$ cat config.mk
export PLATFORM = sky130hd
export DESIGN_NAME = bpc_ctrl
export DESIGN_NICKNAME = d
export VERILOG_FILES = /design/src/hdl/bpc_pkg.sv /design/src/hdl/bpc_ctrl.sv
export SDC_FILE = /design/constraint.sdc
export NUM_CORES = 1
export LEC_CHECK = 0
export BUFFER_PORTS_ARGS = -buffer_cell sky130_fd_sc_hd__buf_2
export CORE_MARGIN = 3
export CORE_UTILIZATION = 58
export CTS_CLUSTER_DIAMETER = 100
export DETAILED_ROUTE_END_ITERATION = 8
export GPL_ROUTABILITY_DRIVEN = 0
export GPL_TIMING_DRIVEN = 1
export HOLD_SLACK_MARGIN = 0.05
export PLACE_DENSITY = 0.85
export RECOVER_POWER = 100
export SETUP_SLACK_MARGIN = 0.02
export SYNTH_ARGS = -nofsm -noshare
export SYNTH_HDL_FRONTEND = slang
export SYNTH_SLANG_ARGS = --single-unit
$ cat constraint.sdc
create_clock -name core_clk -period 7.05 [get_ports core_clk]
set_input_delay 1.41 -clock core_clk [delete_from_list [all_inputs] [get_ports core_clk]]
set_output_delay 1.41 -clock core_clk [all_outputs]
set_load 0.03 [all_outputs]
$ cat src/hdl/bpc_pkg.sv
/*
  Constants, carrier types and states for the backplane controlling-unit
  end. Assumes a single 40 MHz core clock and active-low backplane lines.
*/
// Function
// RL1 - Lines assert low, negate high
// RL2 - Shared 24-bit address/data lines, bit 0 LSB
// RL3 - Address-present held while address is driven
// RL4 - Answering unit asserts data-ready
// RL5 - Detected bus-cycle error asserts bus fault
// RL6 - Controller grants input request with input acknowledge
// RL7 - Interface waits for acknowledge before driving data
// RL8 - Interrupt levels 10-13, 15; higher ranks first
// RL9 - Data-present marks valid data in memory cycles
// RL10 - Controller strobes every I/O data transfer; code strobes I/O cycles only, not input-request transfers
// RL11 - Master clear initialises card logic
// RL12 - Memory-cycle flag set for memory cycles
// RL13 - Memory inhibit refuses memory accesses
// RL14 - Parity line reports memory fatal/correctable error
// RL15 - Interface asserts DMA request for DMA cycle
// RL16 - Control request line, future extensions only
// RL17 - Idle unit passes control chain onward
// RL18 - Resume line restarts a stopped processor
// RL19 - Output suppress blanks process interface outputs
// RL20 - Early DMA requester uses grant, else forwards
// RL21 - Early interrupter sends identity, else passes chain
// RL22 - Wired-OR lines driven open-collector style
package bpc_pkg;
  localparam int AD_W      = 24;
  localparam int IRQ_N     = 5;
  localparam int CLK_NS    = 25;
  localparam int T_ADDR_NS = 50;
  localparam int ADDR_CYC  = (T_ADDR_NS + CLK_NS - 1) / CLK_NS;
  localparam int T_TMO_NS  = 10000;
  localparam int TMO_CYC   = T_TMO_NS / CLK_NS;
  localparam logic [3:0] IRQ_BASE = 4'hA;
  localparam logic [3:0] IRQ_TOP  = 4'hF;

  typedef struct packed {
    logic [AD_W-1:0]  ad_n;
    logic             addr_present_n;
    logic             data_ready_n;
    logic             bus_fault_n;
    logic             input_request_n;
    logic [IRQ_N-1:0] irq_levels_n;
    logic             master_clear_n;
    logic             parity_n;
    logic             dma_request_n;
  } bpc_bus_i_t;

  typedef struct packed {
    logic addr_present;
    logic data_present;
    logic io_enable_strobe;
    logic memory_cycle_flag;
    logic input_ack;
    logic bus_fault;
    logic master_clear;
    logic memory_inhibit;
    logic resume;
    logic output_suppress;
  } bpc_bus_oe_t;

  typedef struct packed {
    logic            mem;
    logic            wr;
    logic [AD_W-1:0] addr;
    logic [AD_W-1:0] wdata;
  } bpc_req_t;

  typedef enum logic [4:0] {
    S_IDLE = 5'h01,
    S_ADDR = 5'h02,
    S_WAIT = 5'h04,
    S_ACK  = 5'h08,
    S_REL  = 5'h10
  } bpc_state_t;
endpackage

$ cat src/hdl/bpc_ctrl.sv
/*
  Controlling-unit end of the backplane: runs memory and I/O cycles,
  answers input requests, ranks interrupts, drives power and clear lines.
  Assumes the board pulls each line high and a low output wins (oe=1).
*/
`timescale 1ns/1ps
module bpc_ctrl #(
  parameter int TMO_CYC_P = bpc_pkg::TMO_CYC
)(
  input  wire logic                   core_clk,
  input  wire logic                   sys_rst,
  input  wire bpc_pkg::bpc_bus_i_t    bus_i,
  output bpc_pkg::bpc_bus_oe_t        bus_oe,
  output logic                        od_n,
  output logic [bpc_pkg::AD_W-1:0]    ad_o_n,
  output logic                        ad_oe,
  input  wire logic                   req_v,
  input  wire bpc_pkg::bpc_req_t      req,
  output logic                        busy,
  output logic                        done,
  output logic                        fault,
  output logic [bpc_pkg::AD_W-1:0]    rdata,
  output logic                        in_valid,
  output logic [bpc_pkg::AD_W-1:0]    in_data,
  output logic                        irq_any,
  output logic [3:0]                  irq_top,
  output logic                        dma_pend,
  output logic                        perr,
  input  wire logic                   mclr_req,
  input  wire logic                   pwr_inhibit,
  input  wire logic                   resume_req,
  input  wire logic                   blank_req
);
  import bpc_pkg::*;

  bpc_bus_i_t s1;
  bpc_bus_i_t s2;
  bpc_state_t st;
  bpc_req_t   cyc;
  logic [15:0] cnt;
  logic apr, dap, ioxe, memf, inack, berr;
  logic mclr, minh, resume, blank, perr_d;
  logic [3:0] next_irq;
  logic mc, rdy, flt, in_rq, rst, tmo;

  ////////////////////////////////////////////////////////////////////////
  // Every backplane input is foreign; two stages before any use
  always_ff @(posedge core_clk)
  begin
    if (sys_rst)
    begin
      s1 <= '1;
      s2 <= '1;
    end
    else
    begin
      s1 <= bus_i;
      s2 <= s1;
    end
  end

  assign mc    = !s2.master_clear_n;   // see RL1
  assign rdy   = !s2.data_ready_n;
  assign flt   = !s2.bus_fault_n;
  assign in_rq = !s2.input_request_n;
  // Bus master clear initialises the sequencer and line state, but not the input synchronisers or our own clear driver
  assign rst   = sys_rst | mc;         // see RL11
  assign tmo   = cnt == 16'(TMO_CYC_P - 1);

  // Open-collector: value is always low, the enable does the asserting
  assign bus_oe = '{apr, dap, ioxe, memf, inack, berr,
                    mclr, minh, resume, blank};  // see RL22

  always_ff @(posedge core_clk)
  begin
    od_n <= 1'b0;
  end

  ////////////////////////////////////////////////////////////////////////
  // Bus cycle sequencer
  always_ff @(posedge core_clk)
  begin
    if (rst)
    begin
      st       <= S_IDLE;
      cyc      <= '0;
      cnt      <= '0;
      apr      <= 1'b0;
      dap      <= 1'b0;
      ioxe     <= 1'b0;
      memf     <= 1'b0;
      inack    <= 1'b0;
      berr     <= 1'b0;
      ad_oe    <= 1'b0;
      ad_o_n   <= '1;
      busy     <= 1'b0;
      done     <= 1'b0;
      fault    <= 1'b0;
      rdata    <= '0;
      in_valid <= 1'b0;
      in_data  <= '0;
    end
    else
    begin
      done     <= 1'b0;
      in_valid <= 1'b0;
      berr     <= 1'b0;
      unique case (st)
        S_IDLE:
        begin
          // A stuck data-ready from the last answer blocks a new cycle
          if (req_v && !rdy)
          begin
            if (req.mem && minh)
            begin
              done  <= 1'b1;           // see RL13
              fault <= 1'b1;
            end
            else
            begin
              cyc    <= req;
              ad_o_n <= ~req.addr;     // see RL2
              ad_oe  <= 1'b1;
              apr    <= 1'b1;          // see RL3
              memf   <= req.mem;       // see RL12
              fault  <= 1'b0;
              cnt    <= 16'(ADDR_CYC - 1);
              busy   <= 1'b1;
              st     <= S_ADDR;
            end
          end
          else if (in_rq && !rdy)
          begin
            inack <= 1'b1;             // see RL6
            cnt   <= '0;
            fault <= 1'b0;
            busy  <= 1'b1;
            st    <= S_ACK;
          end
        end
        S_ADDR:
        begin
          if (cnt == '0)
          begin
            apr    <= 1'b0;
            ad_o_n <= ~cyc.wdata;
            ad_oe  <= cyc.wr;
            dap    <= cyc.mem && cyc.wr;   // see RL9
            ioxe   <= !cyc.mem;            // see RL10
            st     <= S_WAIT;
          end
          else
          begin
            cnt <= cnt - 16'h0001;
          end
        end
        S_WAIT:
        begin
          // Answer, a fault from any unit, or no answer at all ends it
          if (rdy || flt || tmo)
          begin
            if (!cyc.wr)
            begin
              rdata <= ~s2.ad_n;       // see RL4
            end
            fault <= !rdy;
            berr  <= !rdy && !flt;     // see RL5
            ad_oe <= 1'b0;
            dap   <= 1'b0;
            ioxe  <= 1'b0;
            memf  <= 1'b0;
            done  <= 1'b1;
            st    <= S_REL;
          end
          else
          begin
            cnt <= cnt + 16'h0001;
          end
        end
        S_ACK:
        begin
          if (rdy || tmo)
          begin
            in_data  <= ~s2.ad_n;      // see RL7
            in_valid <= rdy;
            fault    <= !rdy;
            berr     <= !rdy;          // see RL5
            inack    <= 1'b0;
            st       <= S_REL;
          end
          else
          begin
            cnt <= cnt + 16'h0001;
          end
        end
        S_REL:
        begin
          // Limitation: a data-ready held forever stalls here
          if (!rdy)
          begin
            busy <= 1'b0;
            st   <= S_IDLE;
          end
        end
        default:
        begin
          st <= S_IDLE;
        end
      endcase
    end
  end

  ////////////////////////////////////////////////////////////////////////
  // Interrupt ranking: later index wins, so the top level takes it
  always_comb
  begin
    next_irq = '0;
    for (int i = 0; i < IRQ_N; i++)
    begin
      if (!s2.irq_levels_n[i])
      begin
        next_irq = (i == IRQ_N - 1) ? IRQ_TOP
                                    : IRQ_BASE + 4'(i);  // see RL8
      end
    end
  end

  always_ff @(posedge core_clk)
  begin
    if (rst)
    begin
      irq_any  <= 1'b0;
      irq_top  <= '0;
      dma_pend <= 1'b0;
      perr     <= 1'b0;
      perr_d   <= 1'b0;
      minh     <= 1'b0;
      resume   <= 1'b0;
      blank    <= 1'b0;
    end
    else
    begin
      irq_any  <= !(&s2.irq_levels_n);
      irq_top  <= next_irq;
      dma_pend <= !s2.dma_request_n;
      perr_d   <= !s2.parity_n;
      perr     <= !s2.parity_n && !perr_d;   // see RL14
      minh     <= pwr_inhibit;               // see RL13
      resume   <= resume_req;                // see RL18
      blank    <= blank_req;                 // see RL19
    end
  end

  // Own clear driver must survive the clear it causes
  always_ff @(posedge core_clk)
  begin
    if (sys_rst)
    begin
      mclr <= 1'b0;
    end
    else
    begin
      mclr <= mclr_req;                      // see RL11
    end
  end

  ////////////////////////////////////////////////////////////////////////
  ack_no_addr_a: assert property (  // see RL6
    @(posedge core_clk) disable iff (rst)
    inack |-> !apr && !ad_oe)
    else $error("input ack overlaps an address phase");

  io_strobe_a: assert property (  // see RL10
    @(posedge core_clk) disable iff (rst)
    (st == S_ADDR && cnt == '0 && !cyc.mem) |=> ioxe && !memf)
    else $error("io strobe missing on io cycle");

  mem_flag_a: assert property (  // see RL12
    @(posedge core_clk) disable iff (rst)
    (st == S_IDLE && req_v && !rdy && !minh) |=> memf == $past(req.mem))
    else $error("memory flag wrong for cycle");

  inhibit_refuse_a: assert property (  // see RL13
    @(posedge core_clk) disable iff (rst)
    (st == S_IDLE && req_v && req.mem && minh && !rdy)
      |=> st == S_IDLE && done && fault && !apr)
    else $error("memory access taken while inhibited");

  addr_phase_a: assert property (  // see RL3
    @(posedge core_clk) disable iff (rst)
    $rose(apr) |-> ad_oe ##1 apr [*1] ##1 !apr)
    else $error("address present not held for the address phase");

  timeout_a: assert property (  // see RL5
    @(posedge core_clk) disable iff (rst)
    (st == S_WAIT && tmo && !rdy && !flt) |=> berr && fault && done)
    else $error("no bus fault after answer timeout");

  irq_rank_a: assert property (  // see RL8
    @(posedge core_clk) disable iff (rst)
    !s2.irq_levels_n[IRQ_N-1] |=> irq_top == 4'hF && irq_any)
    else $error("top interrupt level not ranked first");

  parity_pulse_a: assert property (  // see RL14
    @(posedge core_clk) disable iff (rst)
    $fell(s2.parity_n) |=> perr ##1 !perr)
    else $error("parity report not a single pulse");

  clear_init_a: assert property (  // see RL11
    @(posedge core_clk) disable iff (sys_rst)
    mc |=> st == S_IDLE && !apr && !inack && !busy)
    else $error("master clear did not initialise the sequencer");
endmodule // bpc_ctrl

==> results of run 1 <==
power by group:
| group | switching, mW | internal, mW | total, mW |
|---|---|---|---|
| sequential | 0.0774 | 1.32 | 1.39 |
| clock | 0.436 | 0.617 | 1.05 |
| combinational | 0.591 | 0.303 | 0.894 |
worst reg2reg max path, cell delays in order, from the launching register on:
cell	delay (ns)
dfxtp_1	0.35
nor3_2	0.58
nand4b_1	0.27
o2bb2ai_4	0.93
o21ba_2	0.43
and3_1	0.35
a32o_1	0.26
kinds of logic after synthesis:
group | count (synthesis) | synth area share, %
adder cells (fa/ha/maj) | 3 | 0.456
AND/OR/NAND/NOR | 428 | 25.2
multiplexers | 5 | 0.607
XOR/XNOR | 3 | 0.319
AO/OA/AOI/OAI | 189 | 16.8
buffers and inverters | 86 | 5.06
other | 1 | 0.0455
flip-flops | 212 | 51.5
cells in the mapped netlist, drive strengths merged (7+ instances only):
library cell and number:
buf 36, nand4 12, o21ai 11, a32o 10, and2 12, nand2 172, o211ai 26, a211oi 56
nand2b 7, dfxtp 212, nor2 75, or2 71, nand3 20, a31oi 9, nor3 19, a21oi 42
nor4 12, clkbuf 44
per-layer routing:
layer	share of wire, %	global-route usage, %	up-vias
met1	42	30.4	3208
met2	46	38.2	300
met5	0.036	0	-
li1	-	-	3469
met3	10	7.46	35
met4	2.0	6.51	2
worst max path at each step:
stage             from              endpoint  slack [ns]  depth (start not counted)
2_1_floorplan  sys_rst      apr$_SDFFE_PP0P_        4.28                          6
3_3_place_gp   sys_rst   cnt[4]$_SDFFE_PP0P_        3.18                          5
3_5_place_dp   sys_rst  cnt[12]$_SDFFE_PP0P_        3.13                          6
4_1_cts        sys_rst  cnt[12]$_SDFFE_PP0P_        3.67                          6
5_1_grt        sys_rst  cnt[15]$_SDFFE_PP0P_        2.21                          5
6_report       sys_rst  cnt[12]$_SDFFE_PP0P_        2.66                          6
metrics by stage:
| stage | area, um^2 | hold slack [ns] | utilization, % | setup slack, ns | instances |
|---|---|---|---|---|---|
| after global placement | 9080 | 0.375 | 67.0 | 3.18 | 1214 |
| after global routing | 9610 | 0.403 | 70.9 | 2.21 | 1250 |
| final | 9610 | 0.384 | 70.9 | 2.66 | 1251 |
| after detailed placement | 9080 | 0.372 | 67.0 | 3.13 | 1214 |
| after CTS | 9740 | 0.383 | 71.8 | 3.67 | 1250 |
| after floorplan | 8240 | 0.368 | - | 4.28 | 927 |
area by class of cell:
type / instances / share of cell area (%)
diodes: 1 / 0.0260
clock buffers: 29 / 6.09
clock inverters: 7 / 0.716
inverters: 6 / 0.234
multi-input cells: 629 / 37.7
flip-flops and latches: 212 / 44.1
well taps: 176 / 2.29
repair buffers: 191 / 8.82
state kept, by name, summed over array words and instances (netlist names), 4 cells and up:
signal and flops:
st 5, in_data 24, s1 35, irq_top 4, cnt 16, s2 35, ad_o_n 24, rdata 24
cyc 26
==> impl_metrics.csv, run 1 <==
group,metric,value,unit
global_routing,grt_max_degree,74,
floorplanning,die_area,0.0157,mm^2
finish,nFillCells,1070,
global_routing,overflow,0,
worst_setup_path,crit_slowest_cell,"clkbuf_1",
timing,drv_slew,122,
worst_setup_path,path_class,"input pin to flop",
worst_setup_path,worstReg2RegStart,"st[0]$_SDFFE_PP1P_",
finish,syn_to_final_growth,16.7,%
synth,yosys.area.top_type,"dfxtp_1",
synth,synth.distinct_cells,73,
synth,syn-mean-instance-area,8.89,um^2
synth,synthFlopType,"dfxtp_1",
timing,fmax,0.228,GHz
worst_setup_path,critical_path.max_stage_delay,1.59,ns
floorplanning,core-area,0.0136,mm^2
detailed_routing,wirelength,19400,um
detailed_routing,ant_nets,0,
clock_network,clockRootBuffer,"clkbuf_16",
floorplanning,start_util,60.8,%
worst_setup_path,critical-path-top-delay-family,"buffers and inverters",
clock_network,path_clk_slew,0.06,ns
detailed_routing,dr.pass1.iters,5,
finish,finalNetCount,1157,
clock_network,cts_buffer_depth,3,
timing,setup_tns,0,ns
synth,synth_seq_cells,212,
synth,synth.area.top_cells,"dfxtp_1 52%, nand2_1 7.8%, or2_2 5.4%",
global_routing,antenna_found_initial,1,
min_path,min_from,"s2[0]$_SDFF_PP1_",
pwr,vdd_ir_drop_max,0.000260,V
synth,synth_seq_area_share,51.5,%
synth,syn_inst,927,
detailed_routing,wl_per_cell,15.5,um
finish,ff_latch_area,0.00424,mm^2
worst_setup_path,r2r_cells,6,
synth,synth_edf_count,0,
floorplanning,fp-row-count,42,
worst_setup_path,path_cells,"clkbuf_1 -> nand2b_4 -> buf_4 -> nor3_1 -> nand4b_1 -> o211ai_1",
synth,yosysWarnings,0,
timing,finalSetupViolCount,0,
synth,synth_top_area_share,51.5,%
timing,finClkSkew,0.0124,ns
outcome,status,"finished with violations",
min_path,hp-class,"flop to flop",
timing,min_period_over_period,62.3,%
outcome,violations,"max-capacitance violations, max-slew violations",
timing,tightest_slew,2.28,ns
worst_setup_path,cp_max_fo,73,
clock_network,clk_latency,0.49,ns
worst_setup_path,regToRegEndpoint,"cnt[7]$_SDFFE_PP0P_",
clock_network,cts_buffers,21,
place,numPortBuffers,185,
timing,hold_viol_final,0,
finish,multi_input_area,0.00362,mm^2
worst_setup_path,endpoint_kind,"flop",
pwr,power,3.34,mW
finish,drive_gt1_share,20.4,%
synth,syn_nets,1023,
place,post-dp-hpwl,12800,um
job,drv_cap,2,
clock_network,post_cts_resize_count,0,
floorplanning,io_pins,188,
finish,final_common_cell,"dfxtp_1",
timing,relSlewSlack,-52.2,%
finish,layout_common_cells,"212 x dfxtp_1, 172 x nand2_1, 101 x clkbuf_1",
worst_setup_path,crit_buf_inv,2,
min_path,hold_end,"dma_pend$_SDFF_PP0_",
floorplanning,fp.dieW,125,um
worst_setup_path,r2r_slack,3.79,ns
worst_setup_path,cp-start-kind,"input pin",
synth,async_flop_share,0,%
clock_network,cts_setup_buffers,0,
detailed_routing,drt_iter0_drc,344,
synth,synth.cell_area,0.00824,mm^2
clock_network,cts_max_level,1,
min_path,hold_depth,1,
worst_setup_path,required,7.40,ns
floorplanning,die_h,125,um
detailed_routing,via_count,7014,
clock_network,cts_tree,"yes",
clock_network,clock-sinks,212,
timing,period_needed,4.39,ns
pwr,p_leak,3.74,nW
clock_network,ctsHoldBuffers,0,
pwr,power_density,347,mW/mm^2
global_routing,grt_pass1_wl,31500,um
timing,rsz0062_at_grt,"false",
global_routing,grt_pass1_vias,6448,
global_routing,grt.total_usage,23.5,%
worst_setup_path,cp_data_arrival_time,4.74,ns
detailed_routing,vias_per_cell,5.61,
detailed_routing,post-route-drc-count,0,
No activity file was read; power rests on OpenSTA's default activity.
==> run 2, diff against run 1 <==
--- a/config.mk
+++ b/config.mk
@@ -7,13 +7,13 @@
 export LEC_CHECK = 0
 export BUFFER_PORTS_ARGS = -buffer_cell sky130_fd_sc_hd__buf_2
 export CORE_MARGIN = 3
-export CORE_UTILIZATION = 58
+export CORE_UTILIZATION = 48
 export CTS_CLUSTER_DIAMETER = 100
 export DETAILED_ROUTE_END_ITERATION = 8
 export GPL_ROUTABILITY_DRIVEN = 0
 export GPL_TIMING_DRIVEN = 1
 export HOLD_SLACK_MARGIN = 0.05
-export PLACE_DENSITY = 0.85
+export PLACE_DENSITY = 0.75
 export RECOVER_POWER = 100
 export SETUP_SLACK_MARGIN = 0.02
 export SYNTH_ARGS = -nofsm -noshare
==> constraint.sdc (replaced) <==
create_clock -name core_clk -period 3.75 [get_ports core_clk]
set_input_delay 0.75 -clock core_clk [delete_from_list [all_inputs] [get_ports core_clk]]
set_output_delay 0.75 -clock core_clk [all_outputs]
set_load 0.03 [all_outputs]
==> impl_metrics.csv, run 2 (synthesis results as in run 1) <==
group,metric,value,unit
outcome,status,"finished with violations",
outcome,violations,"max-capacitance violations, max-slew violations",
detailed_routing,ant_nets,0,
detailed_routing,via_count,6921,
detailed_routing,routed-wl-met2,8510,um
clock_network,cts_buffer_depth,3,
place,preCtsSetupSlack,0.803,ns
worst_setup_path,endpoint_kind,"flop",
detailed_routing,vias_per_cell,5.33,
worst_setup_path,worstReg2RegStart,"st[3]$_SDFFE_PP0P_",
timing,period_needed,3.16,ns
timing,min_period_over_period,84.2,%
finish,final_common_cell,"dfxtp_1",
clock_network,cts_buffers,21,
clock_network,cts_setup_buffers,0,
detailed_routing,wl_per_cell,15.5,um
finish,layout_common_cells,"212 x dfxtp_1, 172 x nand2_1, 103 x clkbuf_1",
worst_setup_path,cp_data_arrival_time,3.56,ns
global_routing,antenna_found_initial,1,
clock_network,post_cts_resize_count,0,
clock_network,path_clk_slew,0.06,ns
detailed_routing,drt_iter0_drc,367,
detailed_routing,met3_length,2220,um
min_path,hold_depth,1,
timing,hold_viol_final,0,
worst_setup_path,cp-start-kind,"flop",
timing,fmax,0.317,GHz
worst_setup_path,r2r_cells,7,
clock_network,ctsHoldBuffers,0,
global_routing,grt.total_usage,20.6,%
floorplanning,start_util,49.3,%
floorplanning,fp-row-count,47,
timing,finalSetupViolCount,0,
pwr,p_leak,3.75,nW
global_routing,grt_pass1_wl,31700,um
min_path,hold_end,"dma_pend$_SDFF_PP0_",
timing,worst_slack,0.592,ns
worst_setup_path,critical_path.max_stage_delay,1.42,ns
timing,tightest_slew,1.70,ns
timing,setup_tns,0,ns
detailed_routing,dr.pass1.iters,5,
place,numPortBuffers,185,
min_path,hp-class,"flop to flop",
clock_network,cts_max_level,1,
floorplanning,io_pins,188,
finish,fin_area,0.00966,mm^2
clock_network,clk_latency,0.50,ns
global_routing,overflow,0,
finish,nFillCells,1564,
worst_setup_path,path_class,"flop to flop",
clock_network,cts_tree,"yes",
place,place_area,0.00916,mm^2
worst_setup_path,regToRegEndpoint,"ad_o_n[8]$_SDFFE_PP1P_",
worst_setup_path,r2r_slack,0.59,ns
floorplanning,die_h,137,um
clock_network,clock-sinks,212,
clock_network,clockRootBuffer,"clkbuf_16",
worst_setup_path,cp_max_fo,48,
floorplanning,die_area,0.0188,mm^2
min_path,min_from,"s2[0]$_SDFF_PP1_",
finish,biggestRegsByFlops,"s1 (35), s2 (35), cyc (26)",
timing,drv_slew,119,
job,drv_cap,2,
finish,syn_to_final_growth,17.2,%
finish,drive_gt1_share,20.4,%
floorplanning,core-area,0.0167,mm^2
detailed_routing,top_layer,"met5",
pwr,power_density,650,mW/mm^2
global_routing,grt_pass1_vias,6316,
timing,rsz0062_at_grt,"false",
place,post-dp-hpwl,13600,um
worst_setup_path,crit_slowest_cell,"o21ai_2",
detailed_routing,wl_met1,8840,um
floorplanning,fp.dieW,137,um
global_routing,grt_max_degree,70,
detailed_routing,wirelength,20100,um
worst_setup_path,path_cells,"nor3_1 -> nand4_1 -> a21oi_2 -> clkbuf_2 -> o21ai_2 -> nand2_1 -> o211ai_1",
pwr,vdd_ir_drop_max,0.000353,V
timing,relSlewSlack,-13.5,%
finish,finalNetCount,1159,
worst_setup_path,required,4.15,ns
pwr,power,6.28,mW
detailed_routing,post-route-drc-count,0,
timing,finClkSkew,0.0103,ns
## run 2: final cells by class
| type | instances | area (um^2) | share of cell area, % |
|---|---|---|---|
| clock buffer | 32 | 617 | 6.39 |
| inverter | 6 | 22.5 | 0.233 |
| timing repair buffer | 193 | 857 | 8.87 |
| tap | 220 | 275 | 2.85 |
| antenna | 1 | 2.50 | 0.0259 |
| clock inverter | 6 | 41.3 | 0.428 |
| multi-input combinational | 629 | 3600 | 37.3 |
| sequential | 212 | 4240 | 43.9 |
## run 2: per-stage QoR
stage / hold WS, ns / std cells / util, %
floorplan: 0.368 / 927 / -
global placement: 0.377 / 1260 / 54.8
detailed placement: 0.372 / 1260 / 54.8
CTS: 0.383 / 1298 / 58.8
global route: 0.393 / 1298 / 57.8
finish: 0.383 / 1299 / 57.8
## run 2: critical path: cells and delay by family, from the launching register on
family                 cells  cell delay [ns]
and+or+nand+nor            3             0.55
AOI/OAI and AO/OA          3             1.65
buffers and inverters      1             0.39
DFF                        1             0.47
## run 2: power breakdown
group	internal, mW	total, mW	switching (mW)
sequential	2.47	2.62	0.149
clock	1.14	2.00	0.853
combinational	0.554	1.66	1.11
total	4.17	6.28	2.11
## run 2: worst max path at each step
| stage | cells after the start | from | end | slack, ns |
|---|---|---|---|---|
| 6_report | 7 | st[3]$_SDFFE_PP0P_ | ad_o_n[8]$_SDFFE_PP1P_ | 0.59 |
| 5_1_grt | 7 | st[3]$_SDFFE_PP0P_ | ad_o_n[8]$_SDFFE_PP1P_ | 0.30 |
| 4_1_cts | 9 | st[0]$_SDFFE_PP1P_ | cnt[8]$_SDFFE_PP0P_ | 0.80 |
| 3_5_place_dp | 9 | st[0]$_SDFFE_PP1P_ | cnt[8]$_SDFFE_PP0P_ | 0.80 |
| 3_3_place_gp | 9 | st[0]$_SDFFE_PP1P_ | cnt[15]$_SDFFE_PP0P_ | 0.84 |
| 2_1_floorplan | 12 | st[0]$_SDFFE_PP1P_ | cnt[14]$_SDFFE_PP0P_ | 1.07 |
## run 2: metal layers
layer	global-route usage, %	vias up
met3	7.13	51
met1	27.9	3099
met2	31.3	277
met4	6.10	2
met5	0	-
li1	-	3492
==> run 3, diff against run 2 <==
==> constraint.sdc (replaced) <==
create_clock -name core_clk -period 2.9 [get_ports core_clk]
set_input_delay 0.58 -clock core_clk [delete_from_list [all_inputs] [get_ports core_clk]]
set_output_delay 0.58 -clock core_clk [all_outputs]
set_load 0.03 [all_outputs]
==> impl_metrics.csv, run 3 (synthesis results as in run 1) <==
group,metric,value,unit
outcome,status,"finished clean",
clock_network,post_cts_resize_count,0,
worst_setup_path,path_class,"flop to flop",
min_path,min_from,"bus_i[5]",
clock_network,clk_latency,0.51,ns
timing,hold_viol_final,0,
finish,diodes,0,
finish,fin_area,0.00991,mm^2
global_routing,grt_pass1_vias,6432,
detailed_routing,wl_per_cell,15.5,um
global_routing,grt.total_usage,20.9,%
finish,syn_to_final_growth,20.3,%
pwr,p_leak,3.89,nW
timing,finClkSkew,0.0225,ns
finish,final_common_cell,"dfxtp_1",
timing,tightest_slew,1.42,ns
detailed_routing,wirelength,20400,um
finish,biggestRegsByFlops,"s1 (35), s2 (35), cyc (26)",
place,place_area,0.00930,mm^2
floorplanning,die_h,137,um
pwr,power_frac_comb,26.2,%
worst_setup_path,regToRegEndpoint,"cnt[5]$_SDFFE_PP0P_",
timing,finalSetupViolCount,0,
pwr,p_int,5.88,mW
global_routing,overflow,0,
floorplanning,fp-row-count,47,
worst_setup_path,r2r_slack,0.22,ns
worst_setup_path,endpoint_kind,"flop",
worst_setup_path,worstReg2RegStart,"cnt[1]$_SDFFE_PP0P_",
clock_network,ctsHoldBuffers,0,
clock_network,cts_setup_buffers,0,
clock_network,clock-sinks,212,
job,drv_cap,0,
worst_setup_path,r2r_cells,6,
floorplanning,io_pins,188,
timing,min_period_over_period,92.5,%
finish,finalNetCount,1176,
clock_network,cts_buffer_depth,3,
timing,relSlewSlack,5.45,%
min_path,hold_end,"s1[5]$_SDFF_PP1_",
global_routing,grt_max_degree,71,
pwr,power_frac_seq,38.8,%
floorplanning,die_area,0.0188,mm^2
finish,layout_common_cells,"212 x dfxtp_1, 172 x nand2_1, 100 x clkbuf_1",
global_routing,grt_pass1_wl,32100,um
min_path,hold_depth,2,
finish,drive_gt1_share,21.6,%
floorplanning,start_util,49.3,%
clock_network,cts_max_level,1,
timing,period_needed,2.68,ns
worst_setup_path,setup.worst_path.start,"cnt[1]$_SDFFE_PP0P_",
clock_network,cts_tree,"yes",
detailed_routing,dr.pass1.iters,5,
detailed_routing,vias_per_cell,5.30,
global_routing,antenna_found_initial,2,
min_path,hp-class,"input pin to flop",
finish,nFillCells,1543,
worst_setup_path,cp-start-kind,"flop",
pwr,power_density,878,mW/mm^2
place,post-dp-hpwl,13800,um
worst_setup_path,required,3.34,ns
detailed_routing,post-route-drc-count,0,
detailed_routing,drt_iter0_drc,538,
worst_setup_path,cp_max_fo,21,
worst_setup_path,cp_data_arrival_time,3.12,ns
place,preCtsSetupSlack,0.319,ns
pwr,power.switching,2.83,mW
timing,worst_slack,0.218,ns
floorplanning,fp.dieW,137,um
timing,drv_slew,0,
floorplanning,core-area,0.0167,mm^2
pwr,p_sw_share,32.5,%
clock_network,clockRootBuffer,"clkbuf_16",
pwr,vdd_ir_drop_max,0.000754,V
clock_network,cts_buffers,22,
timing,rsz0062_at_grt,"false",
detailed_routing,ant_nets,0,
clock_network,path_clk_slew,0.07,ns
timing,setup_tns,0,ns
pwr,clkPwrFrac,35.0,%
place,numPortBuffers,185,
detailed_routing,via_count,6975,
timing,fmax,0.373,GHz
==> run 3: cell types whose count changed in the layout (fill, tap and decap cells not counted), moves of 2 or more <==
cell	delta
buf_4	+9
and2_1	-2
clkbuf_2	+4
clkbuf_1	-3
bufinv_16	+4
inv_6	-2
==> run 3: worst max-delay path: stages, from the launching register on <==
cell	delay, ns
dfxtp_1	0.42
and2_0	0.24
and2_1	0.22
a311oi_1	0.57
o21ba_2	0.54
and3_1	0.45
a32o_1	0.19
==> run 3: layer usage <==
metal	wire length [um]	track usage (%)	vias up	share of wire, %
met5	22	0	-	0.11
met3	2140	7.54	39	10
met4	604	6.65	4	3.0
met1	8790	27.6	3160	43
met2	8800	31.9	253	43
li1	-	-	3519	-
==> run 3: power groups by stage <==
stage | clock (mW) | sequential, mW | combinational [mW]
floorplan | 0 | 3.63 | 1.54
CTS | 3.10 | 3.37 | 2.35
detailed placement | 0 | 3.43 | 2.34
global route | 3.21 | 3.41 | 2.53
global placement | 0 | 3.42 | 2.30
finish | 3.05 | 3.38 | 2.28
==> run 3: worst max-delay path by stage <==
stage / end / cells after the start
after floorplan: cnt[14]$_SDFFE_PP0P_ / 12
after global placement: cnt[14]$_SDFFE_PP0P_ / 10
after detailed placement: cnt[14]$_SDFFE_PP0P_ / 10
after CTS: cnt[14]$_SDFFE_PP0P_ / 10
after global routing: in_data[17]$_SDFFE_PP0P_ / 6
final: cnt[5]$_SDFFE_PP0P_ / 6
==> run 3: area by class of cell <==
| type | instances | area (um^2) | share of cell area [%] |
|---|---|---|---|
| Clock buffer | 29 | 627 | 6.32 |
| Clock inverter | 10 | 179 | 1.81 |
| Inverter | 6 | 22.5 | 0.227 |
| Multi-Input combinational cell | 629 | 3590 | 36.2 |
| Sequential cell | 212 | 4240 | 42.8 |
| Tap cell | 220 | 275 | 2.78 |
| Timing Repair Buffer | 209 | 976 | 9.85 |
==> run 3: stage by stage <==
stage | power [mW] | hold slack [ns] | cells | utilization, %
after global routing | 9.14 | 0.235 | 1315 | 59.3
after floorplan | 5.18 | 0.368 | 927 | -
after CTS | 8.82 | 0.228 | 1315 | 60.5
final | 8.71 | 0.241 | 1315 | 59.3
after detailed placement | 5.77 | 0.380 | 1276 | 55.7
after global placement | 5.72 | 0.376 | 1276 | 55.7
